**src/design/cpf_pkg.sv**
```systemverilog
// Constants and types for the crosspoint state report formatter
// Operation
// - Full formats: dash open, X closed
// - Full: one talk, or one row per talk
// - One space between adjacent full-grid columns
// - Text formats never emit carriage return or line feed
// - Inspect: closed points as row letter, digits
// - Inspect: comma separated, single talk
// - Condensed: column byte as two hex characters
// - Condensed: one talk, or one unit per talk
// - Binary: column byte sent raw
// - Binary: one talk, or one unit per talk
// - Stand-alone totals 641, 154, 76 bytes
// - Row talk 79 bytes, 9-byte unit header
// - Per-unit talks equal units present, up to 5
// - Reset or restore selects full single talk
// - Output only after setup readout query
// - Row A is LSB, row H is MSB
package cpf_pkg;

   localparam int unsigned ROWS           = 8;
   localparam int unsigned COLS_PER_UNIT  = 72;
   localparam int unsigned MAX_SLAVES     = 4;
   localparam int unsigned FULL_ROW_BYTES = 79;
   localparam int unsigned FULL_COLS      = (FULL_ROW_BYTES + 1) / 2;
   localparam int unsigned FULL_HDR_BYTES = 9;
   localparam int unsigned BIN_HDR_BYTES  = 3;
   localparam int unsigned HEX_HDR_CHARS  = 8;
   localparam int unsigned FIFO_DEPTH     = 8;
   localparam int unsigned FIFO_WIDTH     = 9;

   localparam logic [7:0]  CH_OPEN        = 8'h2D;
   localparam logic [7:0]  CH_CLOSED      = 8'h58;
   localparam logic [7:0]  CH_SPACE       = 8'h20;
   localparam logic [7:0]  CH_COMMA       = 8'h2C;
   localparam logic [7:0]  CH_ROW_A       = 8'h41;
   localparam logic [7:0]  CH_ZERO        = 8'h30;
   localparam logic [7:0]  CH_HEX_A       = 8'h37;
   localparam logic [39:0] TXT_MASTER     = 40'h5345545550;
   localparam logic [39:0] TXT_SLAVE      = 40'h534C415645;

   localparam logic [6:0]  LAST_UNIT_COL  = 7'(COLS_PER_UNIT - 1);
   localparam logic [6:0]  LAST_FULL_COL  = 7'(FULL_COLS - 1);
   localparam logic [2:0]  LAST_ROW       = 3'(ROWS - 1);
   localparam logic [2:0]  MAX_SLAVE_NUM  = 3'(MAX_SLAVES);
   localparam logic [3:0]  FULL_HDR_LAST  = 4'(FULL_HDR_BYTES - 1);
   localparam logic [3:0]  BIN_HDR_LAST   = 4'(BIN_HDR_BYTES - 1);
   localparam logic [3:0]  HEX_HDR_LAST   = 4'(HEX_HDR_CHARS - 1);
   localparam logic [3:0]  TXT_LEN        = 4'h5;

   typedef enum logic [2:0] {
      FMT_FULL_SINGLE_TALK        = 3'h0,
      FMT_FULL_ROW_PER_TALK       = 3'h1,
      FMT_INSPECT_LIST_A          = 3'h2,
      FMT_INSPECT_LIST_B          = 3'h3,
      FMT_CONDENSED_SINGLE_TALK   = 3'h4,
      FMT_CONDENSED_UNIT_PER_TALK = 3'h5,
      FMT_BINARY_SINGLE_TALK      = 3'h6,
      FMT_BINARY_UNIT_PER_TALK    = 3'h7
   } cpf_fmt_t;

   localparam cpf_fmt_t FMT_RESET = FMT_FULL_SINGLE_TALK;

   typedef enum logic [2:0] {
      ST_IDLE = 3'h0,
      ST_WAIT = 3'h1,
      ST_HDR  = 3'h2,
      ST_BODY = 3'h3,
      ST_CSUM = 3'h4,
      ST_END  = 3'h5
   } cpf_state_t;

endpackage

```
**src/design/cpf_dec3.sv**
```systemverilog
// Binary to three ASCII decimal digits
`timescale 1ns/100ps
`default_nettype none
module cpf_dec3 (
   input  wire logic [8:0] val,
   output logic      [7:0] dig_hund,
   output logic      [7:0] dig_tens,
   output logic      [7:0] dig_ones
);
   import cpf_pkg::*;

   always_comb begin
      dig_hund = CH_ZERO + 8'(val / 9'h064);
      dig_tens = CH_ZERO + 8'((val / 9'h00A) % 9'h00A);
      dig_ones = CH_ZERO + 8'(val % 9'h00A);
   end
endmodule
`default_nettype wire

```
**src/design/cpf_fifo.sv**
```systemverilog
// Parameterised flip-flop FIFO with valid/ready on both sides
`timescale 1ns/100ps
`default_nettype none
module cpf_fifo #(
   parameter int unsigned W = cpf_pkg::FIFO_WIDTH,
   parameter int unsigned D = cpf_pkg::FIFO_DEPTH
) (
   input  wire logic         clk,
   input  wire logic         srst,
   input  wire logic         ce,
   input  wire logic         in_valid,
   output logic              in_ready,
   input  wire logic [W-1:0] in_data,
   output logic              out_valid,
   input  wire logic         out_ready,
   output logic      [W-1:0] out_data
);
   import cpf_pkg::*;

   localparam int unsigned AW = (D > 1) ? $clog2(D) : 1;
   localparam int unsigned CW = $clog2(D + 1);
   localparam logic [AW-1:0] PTR_LAST = AW'(D - 1);
   localparam logic [CW-1:0] CNT_FULL = CW'(D);

   typedef struct packed {
      logic [D-1:0][W-1:0] mem;
      logic [AW-1:0]       wptr;
      logic [AW-1:0]       rptr;
      logic [CW-1:0]       cnt;
   } cpf_fifo_st_t;

   cpf_fifo_st_t q, d;
   logic         wr;
   logic         rd;

   assign in_ready  = (q.cnt != CNT_FULL);
   assign out_valid = (q.cnt != '0);
   assign out_data  = q.mem[q.rptr];

   always_comb begin
      d  = q;
      wr = ce & in_valid & in_ready;
      rd = ce & out_valid & out_ready;
      if (wr) begin
         d.mem[q.wptr] = in_data;
         d.wptr = (q.wptr == PTR_LAST) ? '0 : q.wptr + 1'b1;
      end
      if (rd) begin
         d.rptr = (q.rptr == PTR_LAST) ? '0 : q.rptr + 1'b1;
      end
      if (wr && !rd) begin
         d.cnt = q.cnt + 1'b1;
      end else if (rd && !wr) begin
         d.cnt = q.cnt - 1'b1;
      end
   end

   always_ff @(posedge clk) begin
      if (srst) begin
         q <= '0;
      end else if (ce) begin
         q <= d;
      end
   end
endmodule
`default_nettype wire

```
**src/design/cpf_formatter.sv**
```systemverilog
// Crosspoint state report formatter: setup readout to talk byte stream
`timescale 1ns/100ps
`default_nettype none
module cpf_formatter #(
   parameter int unsigned FIFO_W = cpf_pkg::FIFO_WIDTH,
   parameter int unsigned FIFO_D = cpf_pkg::FIFO_DEPTH
) (
   input  wire logic            clk,
   input  wire logic            srst,
   input  wire logic            ce,
   input  wire logic            fmt_wr,
   input  wire cpf_pkg::cpf_fmt_t fmt_sel,
   input  wire logic            defaults_restore,
   input  wire logic            setup_readout_query,
   input  wire logic [7:0]      query_setup,
   input  wire logic [2:0]      slave_count,
   input  wire logic            talk_req,
   output logic      [2:0]      col_unit,
   output logic      [6:0]      col_index,
   input  wire logic [7:0]      col_bits,
   output logic      [7:0]      out_byte,
   output logic                 out_last,
   output logic                 out_valid,
   input  wire logic            out_ready,
   output logic                 busy,
   output logic                 talk_empty,
   output cpf_pkg::cpf_fmt_t    fmt_current
);
   import cpf_pkg::*;

   typedef struct packed {
      cpf_state_t st;
      cpf_state_t nxt;
      cpf_fmt_t   fmt;
      cpf_fmt_t   afmt;
      logic [2:0] unit_last;
      logic [2:0] unit;
      logic [2:0] row;
      logic [6:0] col;
      logic [2:0] pos;
      logic [3:0] hidx;
      logic [7:0] csum;
      logic       done;
      logic       any;
      logic [7:0] setup;
      logic [7:0] pend;
      logic       pend_v;
      logic       empty;
   } cpf_fmt_st_t;

   cpf_fmt_st_t q, d;

   logic        fifo_in_ready;
   logic        step;
   logic        emit;
   logic [7:0]  gen;
   logic        push;
   logic        push_last;
   logic        is_full;
   logic        is_insp;
   logic        is_hex;
   logic        split;
   logic [8:0]  colnum;
   logic [8:0]  dec_val;
   logic [7:0]  dig_hund;
   logic [7:0]  dig_tens;
   logic [7:0]  dig_ones;
   logic [39:0] hdr_txt;
   logic [31:0] hex_word;
   logic        seg_end;
   logic        adv_row;
   logic        closed;

   function automatic logic [7:0] hex_char(input logic [3:0] nib);
      hex_char = (nib < 4'hA) ? CH_ZERO + 8'(nib) : CH_HEX_A + 8'(nib);
   endfunction

   // Readout position drives the relay-state lookup
   assign col_unit    = q.unit;
   assign col_index   = q.col;
   assign busy        = (q.st != ST_IDLE);
   assign talk_empty  = q.empty;
   assign fmt_current = q.fmt;

   assign is_full = (q.afmt[2:1] == 2'b00);
   assign is_insp = (q.afmt[2:1] == 2'b01);
   assign is_hex  = (q.afmt[2:1] == 2'b10);
   assign split   = q.afmt[0] & ~is_insp;
   assign closed  = col_bits[q.row];

   // Global column number across units, counting from one
   assign colnum   = 9'(q.unit) * 9'(COLS_PER_UNIT) + 9'(q.col) + 9'h001;
   assign dec_val  = (q.st != ST_HDR) ? colnum :
                     (q.unit == 3'h0) ? {1'b0, q.setup} : {6'h00, q.unit};
   assign hdr_txt  = (q.unit == 3'h0) ? TXT_MASTER : TXT_SLAVE;
   assign hex_word = {8'h00, q.setup, 8'h00, 5'h00, q.unit};

   cpf_dec3 u_dec (
      .val      (dec_val),
      .dig_hund (dig_hund),
      .dig_tens (dig_tens),
      .dig_ones (dig_ones)
   );

   // One byte is held back so the talk's last byte can be flagged
   assign step = ce & (~q.pend_v | fifo_in_ready);

   always_comb begin
      d         = q;
      emit      = 1'b0;
      gen       = 8'h00;
      push      = 1'b0;
      push_last = 1'b0;
      seg_end   = 1'b0;
      adv_row   = 1'b0;
      d.empty   = 1'b0;
      if (fmt_wr) begin
         d.fmt = fmt_sel;
      end
      if (defaults_restore) begin
         d.fmt = FMT_RESET;
      end
      if (step) begin
         unique case (q.st)
            ST_IDLE: begin
               if (setup_readout_query) begin
                  d.afmt      = q.fmt;
                  d.unit_last = (slave_count > MAX_SLAVE_NUM) ? MAX_SLAVE_NUM
                                                               : slave_count;
                  d.setup     = query_setup;
                  d.unit      = 3'h0;
                  d.row       = 3'h0;
                  d.col       = 7'h00;
                  d.pos       = 3'h0;
                  d.hidx      = 4'h0;
                  d.done      = 1'b0;
                  d.any       = 1'b0;
                  d.st        = ST_WAIT;
                  d.nxt       = (q.fmt[2:1] == 2'b01) ? ST_BODY : ST_HDR;
               end
            end
            ST_WAIT: begin
               if (talk_req) begin
                  d.st = q.nxt;
               end
            end
            ST_HDR: begin
               emit   = 1'b1;
               d.hidx = q.hidx + 4'h1;
               if (is_full) begin
                  if (q.hidx < TXT_LEN) begin
                     gen = hdr_txt[8 * (4 - int'(q.hidx)) +: 8];
                  end else if (q.hidx == TXT_LEN) begin
                     gen = CH_SPACE;
                  end else if (q.hidx == TXT_LEN + 4'h1) begin
                     gen = dig_hund;
                  end else if (q.hidx == TXT_LEN + 4'h2) begin
                     gen = dig_tens;
                  end else begin
                     gen = dig_ones;
                  end
                  seg_end = (q.hidx == FULL_HDR_LAST);
               end else if (is_hex) begin
                  gen     = hex_char(hex_word[4 * (7 - int'(q.hidx)) +: 4]);
                  seg_end = (q.hidx == HEX_HDR_LAST);
               end else begin
                  gen     = (q.hidx == 4'h0) ? 8'h00 :
                            (q.hidx == 4'h1) ? q.setup : {5'h00, q.unit};
                  seg_end = (q.hidx == BIN_HDR_LAST);
               end
               if (seg_end) begin
                  d.hidx = 4'h0;
                  d.csum = 8'h00;
                  d.pos  = 3'h0;
                  if (is_full && split) begin
                     d.st  = ST_END;
                     d.nxt = ST_BODY;
                  end else begin
                     d.st = ST_BODY;
                  end
               end
            end
            ST_BODY: begin
               if (is_full) begin
                  emit = 1'b1;
                  if (q.pos == 3'h0) begin
                     gen = closed ? CH_CLOSED : CH_OPEN;
                     if (q.col != LAST_FULL_COL) begin
                        d.pos = 3'h1;
                     end else begin
                        d.col = 7'h00;
                        if (q.row != LAST_ROW) begin
                           d.row = q.row + 3'h1;
                           if (split) begin
                              d.st  = ST_END;
                              d.nxt = ST_BODY;
                           end
                        end else begin
                           d.row   = 3'h0;
                           seg_end = 1'b1;
                        end
                     end
                  end else begin
                     gen   = CH_SPACE;
                     d.pos = 3'h0;
                     d.col = q.col + 7'h01;
                  end
               end else if (is_insp) begin
                  if (!closed) begin
                     adv_row = 1'b1;
                  end else begin
                     d.pos = q.pos + 3'h1;
                     unique case (q.pos)
                        3'h0: begin
                           emit = q.any;
                           gen  = CH_COMMA;
                        end
                        3'h1: begin
                           emit = 1'b1;
                           gen  = CH_ROW_A + 8'(q.row);
                        end
                        3'h2: begin
                           emit = 1'b1;
                           gen  = dig_hund;
                        end
                        3'h3: begin
                           emit = 1'b1;
                           gen  = dig_tens;
                        end
                        default: begin
                           emit    = 1'b1;
                           gen     = dig_ones;
                           d.pos   = 3'h0;
                           d.any   = 1'b1;
                           adv_row = 1'b1;
                        end
                     endcase
                  end
               end else begin
                  emit = 1'b1;
                  if (is_hex) begin
                     gen   = hex_char(q.pos[0] ? col_bits[3:0] : col_bits[7:4]);
                     d.pos = q.pos[0] ? 3'h0 : 3'h1;
                  end else begin
                     gen = col_bits;
                  end
                  if (!is_hex || q.pos[0]) begin
                     d.csum = q.csum + col_bits;
                     if (q.col == LAST_UNIT_COL) begin
                        d.col = 7'h00;
                        d.pos = 3'h0;
                        d.st  = ST_CSUM;
                     end else begin
                        d.col = q.col + 7'h01;
                     end
                  end
               end
            end
            ST_CSUM: begin
               emit = 1'b1;
               if (is_hex) begin
                  gen     = hex_char(q.pos[0] ? q.csum[3:0] : q.csum[7:4]);
                  d.pos   = q.pos[0] ? 3'h0 : 3'h1;
                  seg_end = q.pos[0];
               end else begin
                  gen     = q.csum;
                  seg_end = 1'b1;
               end
            end
            ST_END: begin
               push      = q.pend_v;
               push_last = 1'b1;
               d.pend_v  = 1'b0;
               d.empty   = ~q.pend_v;
               d.st      = q.done ? ST_IDLE : ST_WAIT;
            end
            default: begin
               d.st = ST_IDLE;
            end
         endcase

         // Unit finished: next unit or end of readout
         if (seg_end && q.st != ST_HDR) begin
            d.nxt = ST_HDR;
            if (q.unit == q.unit_last) begin
               d.done = 1'b1;
               d.st   = ST_END;
            end else begin
               d.unit = q.unit + 3'h1;
               d.st   = split ? ST_END : ST_HDR;
            end
         end

         // Inspect walk: rows, then columns, then units
         if (adv_row) begin
            if (q.row != LAST_ROW) begin
               d.row = q.row + 3'h1;
            end else begin
               d.row = 3'h0;
               if (q.col != LAST_UNIT_COL) begin
                  d.col = q.col + 7'h01;
               end else begin
                  d.col = 7'h00;
                  if (q.unit == q.unit_last) begin
                     d.done = 1'b1;
                     d.st   = ST_END;
                  end else begin
                     d.unit = q.unit + 3'h1;
                  end
               end
            end
         end

         // No line breaks are generated here in text formats; binary bytes pass raw
         if (emit) begin
            push     = q.pend_v;
            d.pend   = gen;
            d.pend_v = 1'b1;
         end
      end
   end

   always_ff @(posedge clk) begin
      if (srst) begin
         q      <= '0;
         q.fmt  <= FMT_RESET;
         q.afmt <= FMT_RESET;
         q.st   <= ST_IDLE;
         q.nxt  <= ST_HDR;
      end else if (ce) begin
         q <= d;
      end
   end

   cpf_fifo #(
      .W (FIFO_W),
      .D (FIFO_D)
   ) u_fifo (
      .clk       (clk),
      .srst      (srst),
      .ce        (ce),
      .in_valid  (push),
      .in_ready  (fifo_in_ready),
      .in_data   ({push_last, q.pend}),
      .out_valid (out_valid),
      .out_ready (out_ready),
      .out_data  ({out_last, out_byte})
   );
endmodule
`default_nettype wire

```
**config.mk**
```make
export PLATFORM = sky130hd
export DESIGN_NAME = cpf_formatter
export DESIGN_NICKNAME = d
export VERILOG_FILES = /design/src/design/cpf_pkg.sv /design/src/design/cpf_dec3.sv /design/src/design/cpf_fifo.sv /design/src/design/cpf_formatter.sv
export SDC_FILE = /design/constraint.sdc
export NUM_CORES = 1
export LEC_CHECK = 0
export BUFFER_PORTS_ARGS = -buffer_cell sky130_fd_sc_hd__clkbuf_2
export CAP_MARGIN = 10
export CORE_AREA = 3 3 169 130
export DETAILED_ROUTE_END_ITERATION = 6
export DIE_AREA = 0 0 172 133
export PLACE_DENSITY = 0.85
export SLEW_MARGIN = 20
export SYNTH_ARGS = -nofsm -noshare
export SYNTH_HDL_FRONTEND = slang
export SYNTH_SLANG_ARGS = --single-unit
```
**constraint.sdc**
```tcl
create_clock -name clk -period 8.3 [get_ports clk]
set_clock_uncertainty 0.1 [all_clocks]
set_input_delay 0.83 -clock clk [delete_from_list [all_inputs] [get_ports clk]]
set_output_delay 0.83 -clock clk [all_outputs]
set_load 0.02 [all_outputs]
```
==> results_dict.tcl, run 1 <==
set metrics [dict create \
    cp-start-kind "flop" \
    worstHoldStart "q[58]" \
    crit_slowest_cell "dfxtp_2" \
    rrSetupSlack_ns 0.22 \
    cts_hold_buf 0 \
    hold-path-endpoint "q[58]" \
    synthTopCellsByCount "nor2_1 (209), dfxtp_1 (144), nand2_1 (141), a21oi_1 (120), mux2i_1 (91)" \
    ant_nets 0 \
    yosysMostFrequentCell "nor2_1" \
    grt_pass1_vias 11153 \
    clock_latency_ns 0.43 \
    die_h_um 133 \
    ys_seq_area_share_pct 25.0 \
    syn_inst 1471 \
    synth_cell_types 103 \
    htree_levels 4 \
    grt_antenna_before_repair 0 \
    path_class "reg2reg" \
    yosys_warnings 0 \
    max-vdd-ir-drop_uv 150 \
    wire_per_inst_um 20.8 \
    cp-end-kind "flop" \
    io_pins 55 \
    synth_seq_cells 144 \
    synthesis.nets 1553 \
    cp.required_ns 8.48 \
    initial_core_util_pct 56.9 \
    worst_slew_pin_slew_ns 1.04 \
    drv_cap 0 \
    cts_buffers 17 \
    viasPerCell 6.72 \
    rr_worst_depth 44 \
    power_w 0.00179 \
    firstDrtPassIters 6 \
    syn_area_mm2 0.0115 \
    setup_viol 0 \
    grt_first_pass_wirelength_mm 58.4 \
    grt_overflow 0 \
    cts_tree "done" \
    clk_pin_slew_worst_paths_ns 0.07 \
    die_area_mm2 0.0229 \
    synth_area_leaders "dfxtp_1 (25%), mux2i_1 (7.9%), nor2_1 (6.8%), ha_1 (5.4%), a21oi_1 (5.2%)" \
    grt_max_degree 76 \
    power.density_mw_per_mm2 136 \
    outcome "complete, no violations" \
    clk_path_buf_depth 2 \
    leakage_nw 5.35 \
    drtIter0Drc 1824 \
    drive_gt1_share_pct 18.6 \
    period_minus_slack_ns 8.08 \
    hpwl_mm 26.2 \
    rows 45 \
    period_share_pct 97.4 \
    gr-usage-all-layers_pct 31.5 \
    syn_avg_cell_area_um2 7.84 \
    synth-edff-count 0 \
    startpoint "col_unit[1]" \
    crit_family "compound AO/OA/AOI/OAI gates" \
    fin_hold_ws_ns 0.370 \
    drt_wl_total_mm 37.3 \
    fmax_mhz 124 \
    hold_violations 0 \
    drv_slew 0 \
    coreArea_mm2 0.0203 \
    holdPathStages 1 \
    cts_root_buf "clkbuf_16" \
    path_max_fanout 6 \
    worstPathArrival_ns 8.26 \
    yosysTopAreaCell "dfxtp_1" \
    async_reset_ff_share_pct 0 \
    synth_top_area_share_pct 25.0 \
    tns_ns 0 \
    port-buffer-count 54 \
    final_nets 1604 \
    placedCellCount 1741 \
    relSlewSlack_pct 30.3 \
    drc 0 \
    rr_endpoint "q[7]" \
    finalWeightedCongestion 1.05 \
    synthToLayoutAreaGrowth_pct 14.0 \
    diodes 0 \
    slowest_delay_ns 0.35 \
    vias 12053 \
    clock_sinks 144 \
    fillers 1654 \
    stdcell_count 1793 \
    die_w_um 172 \
    path_buf_inv 9 \
    hold_class "reg2reg" \
    worstReg2RegStart "col_unit[1]" \
    synth_flop_cell "dfxtp_1" \
]
logic make-up (layout without fill, tap and decap cells):
group | Yosys count | in the layout | share of synthesized area (%)
AND/OR/NAND/NOR | 569 | 569 | 23.3
AO/OA/AOI/OAI | 388 | 388 | 23.2
flip-flops | 144 | 144 | 25.0
buffers and inverters | 143 | 207 | 5.47
multiplexers | 128 | 128 | 13.6
adder cells (fa/ha/maj) | 55 | 55 | 6.04
XOR/XNOR | 44 | 44 | 3.47
through the flow:
stage | cell area (um2) | worst slack, ns | util [%]
final | 13100 | 0.219 | 64.9
after global routing | 13100 | -0.111 | 64.9
after CTS | 12800 | 0.0288 | 63.2
after detailed placement | 12200 | -0.146 | 60.2
after global placement | 12200 | 0.107 | 60.2
after floorplan | 11600 | 0.0324 | -
sequential cells by signal, summed over array words and instances (netlist names):
register / cells
col_index: 7
col_unit: 3
u_fifo.q: 82
hex_word: 8
q: 40
talk_empty: 1
fmt_current: 3
routing by layer:
metal / share of wire (%) / global-route usage [%]
met5: 0 / 0
met3: 13 / 10.0
met1: 43 / 45.6
met4: 2.0 / 7.67
met2: 43 / 45.5
layout make-up:
cell class                      count  area (um2)  area share [%]
Multi-Input combinational cell   1184        8270            62.9
Timing Repair Buffer              144         972            7.40
Tap cell                          258         323            2.46
Clock inverter                     13         128           0.971
Sequential cell                   144        2890            22.0
Clock buffer                       19         443            3.37
Inverter                           31         116           0.885
how the worst max path moves through the flow:
stage                       to  cells after the start
after global routing      q[7]                     44
after detailed placement  q[7]                     42
final                     q[7]                     44
after CTS                 q[7]                     41
after floorplan           q[7]                     42
after global placement    q[7]                     42
power breakdown:
part           internal, W  switching (W)  leakage [nW]
Sequential        0.000701      0.0000204          1.17
Combinational     0.000118       0.000193          3.91
Clock             0.000427       0.000335         0.277
what timing repair did:
item	in CTS	in global routing
setup buffers	1	19
setup endpoints to repair	1	4
pin swaps	4	25
hold endpoints to repair	0	0
gates resized for setup	4	38
placed cells by master (no fill, tap or decap), drive strengths merged, types with 8 or more instances in the layout:
master and count:
nor2 211, dfxtp 144, nand2 142, a21oi 120, mux2i 92, buf 91
clkbuf 72, o21ai 67, nand3 52, ha 50, nor3 40, inv 35
a31oi 32, xnor2 28, nand2b 20, mux4 20, a211oi 20, a21o 16
and2 16, mux2 16, xor2 15, nor2b 14, a22oi 14, nand4 13
and3 13, o211ai 12, a311oi 10, a221oi 10, or3 9, nor3b 8
(Power assumes the default switching activity.)
==> inputs of run 2 (changes only) <==
Settings changed: CTS_BUF_LIST set to sky130_fd_sc_hd__clkbuf_16.
==> run 2 against run 1 <==
Register-to-register slack hardly changed. Via count decreased by 0.37%. Worst setup slack worse by 0.0029 ns. Maximum frequency barely moved. Global-route usage fell by 0.11 points. Hold slack worse by 0.0042 ns. Cell count stayed put. Critical endpoint unchanged. Largest cell class unchanged.
==> results_dict.tcl, run 2 (synthesis results as in run 1) <==
set metrics [dict create \
    outcome "complete, no violations" \
    clk_path_buf_depth 2 \
    path_max_fanout 6 \
    vias 12009 \
    path_class "reg2reg" \
    clock_sinks 144 \
    drv_cap 0 \
    die_h_um 133 \
    layout_commonest_cell "nor2_1" \
    ant_nets 0 \
    leakage_nw 5.35 \
    viasPerCell 6.70 \
    cts_tree "done" \
    cts_root_buf "clkbuf_16" \
    hpwl_mm 26.2 \
    power.density_mw_per_mm2 136 \
    worst_slew_pin_slew_ns 1.07 \
    die_area_mm2 0.0229 \
    mostFrequentLayoutCells "nor2_1 (206), nand2_1 (141), dfxtp_1 (139)" \
    grt_antenna_before_repair 0 \
    coreArea_mm2 0.0203 \
    final_nets 1604 \
    period_share_pct 97.4 \
    cts_hold_buf 0 \
    diodes 0 \
    cts_buffers 17 \
    crit_slowest_cell "a2111oi_0" \
    fmax_mhz 124 \
    max-vdd-ir-drop_uv 149 \
    port-buffer-count 54 \
    worstPathArrival_ns 8.26 \
    rows 45 \
    hold_class "reg2reg" \
    largest_reg_flops 82 \
    drtIter0Drc 1883 \
    synthToLayoutAreaGrowth_pct 14.0 \
    grt_first_pass_wirelength_mm 58.2 \
    grt_max_degree 76 \
    period_minus_slack_ns 8.08 \
    power_w 0.00178 \
    gr-usage-all-layers_pct 31.4 \
    cp-start-kind "flop" \
    drive_gt1_share_pct 18.5 \
    drc 0 \
    cp-end-kind "flop" \
    utilization_pct 64.8 \
    slowest_delay_ns 0.48 \
    drv_slew 0 \
    htree_levels 4 \
    fillers 1650 \
    clock_latency_ns 0.43 \
    setup_viol 0 \
    wire_per_inst_um 20.7 \
    finalWeightedCongestion 1.05 \
    cp.required_ns 8.47 \
    seq_area_mm2 0.00289 \
    multi_input_area_mm2 0.00827 \
    drt_wl_total_mm 37.0 \
    initial_core_util_pct 56.9 \
    io_pins 55 \
    relSlewSlack_pct 28.5 \
    clk_pin_slew_worst_paths_ns 0.07 \
    die_w_um 172 \
    grt_pass1_vias 11113 \
    hold_violations 0 \
    grt_overflow 0 \
    regMostFlops "u_fifo.q" \
    firstDrtPassIters 7 \
]
-- run 2: cell types whose count changed in the layout (fill, tap and decap cells not counted) --
cell | before | now
clkbuf_8 | 1 | 0
inv_1 | 26 | 27
clkbuf_1 | 1 | 0
clkinv_1 | 1 | 2
-- run 2: where the power goes --
part / total (W) / leakage (nW) / switching, W / internal, W
Clock: 0.000749 / 0.275 / 0.000332 / 0.000416
Sequential: 0.000722 / 1.17 / 0.0000204 / 0.000701
Combinational: 0.000311 / 3.91 / 0.000193 / 0.000118
Total: 0.00178 / 5.35 / 0.000546 / 0.00124
-- run 2: worst paths after layout --
kind / depth (start not counted) / startpoint / slack, ns / end
max: 42 / col_unit[1] / 0.22 / q[7]
min: 1 / q[58] / 0.37 / q[58]
max reg2reg: 42 / col_unit[1] / 0.22 / q[7]
min reg2reg: 1 / q[58] / 0.37 / q[58]
-- run 2: layout make-up --
type	count	share of cell area, %
Sequential cell	144	22.0
Multi-Input combinational cell	1184	63.0
Timing Repair Buffer	144	7.40
Tap cell	258	2.46
Inverter	31	0.886
Clock buffer	17	3.24
Clock inverter	15	1.03
-- run 2: layer usage --
layer,GRT usage (%),wire length [um]
met1,45.6,16000
met2,45.2,15800
met5,0,0
met3,10.0,4540
met4,7.36,708
-- run 2: what timing repair did --
action                     4_1_cts  5_1_grt
hold endpoints to repair         0        0
setup endpoints to repair        1        4
resized for setup                4       38
pin swaps                        4       25
buffers inserted                 1       19
-- run 2: metrics by stage --
stage                     hold slack [ns]  area (um2)  instances  worst slack [ns]  setup TNS (ns)
after global routing                0.384       13100       1793            -0.111          -0.111
after floorplan                     0.315       11600       1471            0.0324               0
after global placement              0.337       12200       1741             0.107               0
final                               0.366       13100       1793             0.216               0
after detailed placement            0.343       12200       1741            -0.146          -0.146
after CTS                           0.358       12800       1774            0.0288               0
-- run 2: critical path: cells and delay by family (launching register included) --
kind                     cells  cell delay [ns]
AO/OA/AOI/OAI               15             3.26
XOR/XNOR                     2             0.31
adder cells (fa/ha/maj)      5             1.18
buffers and inverters        9             0.94
flip-flops                   1             0.35
multiplexers                 2             0.44
AND/OR/NAND/NOR              9             1.35
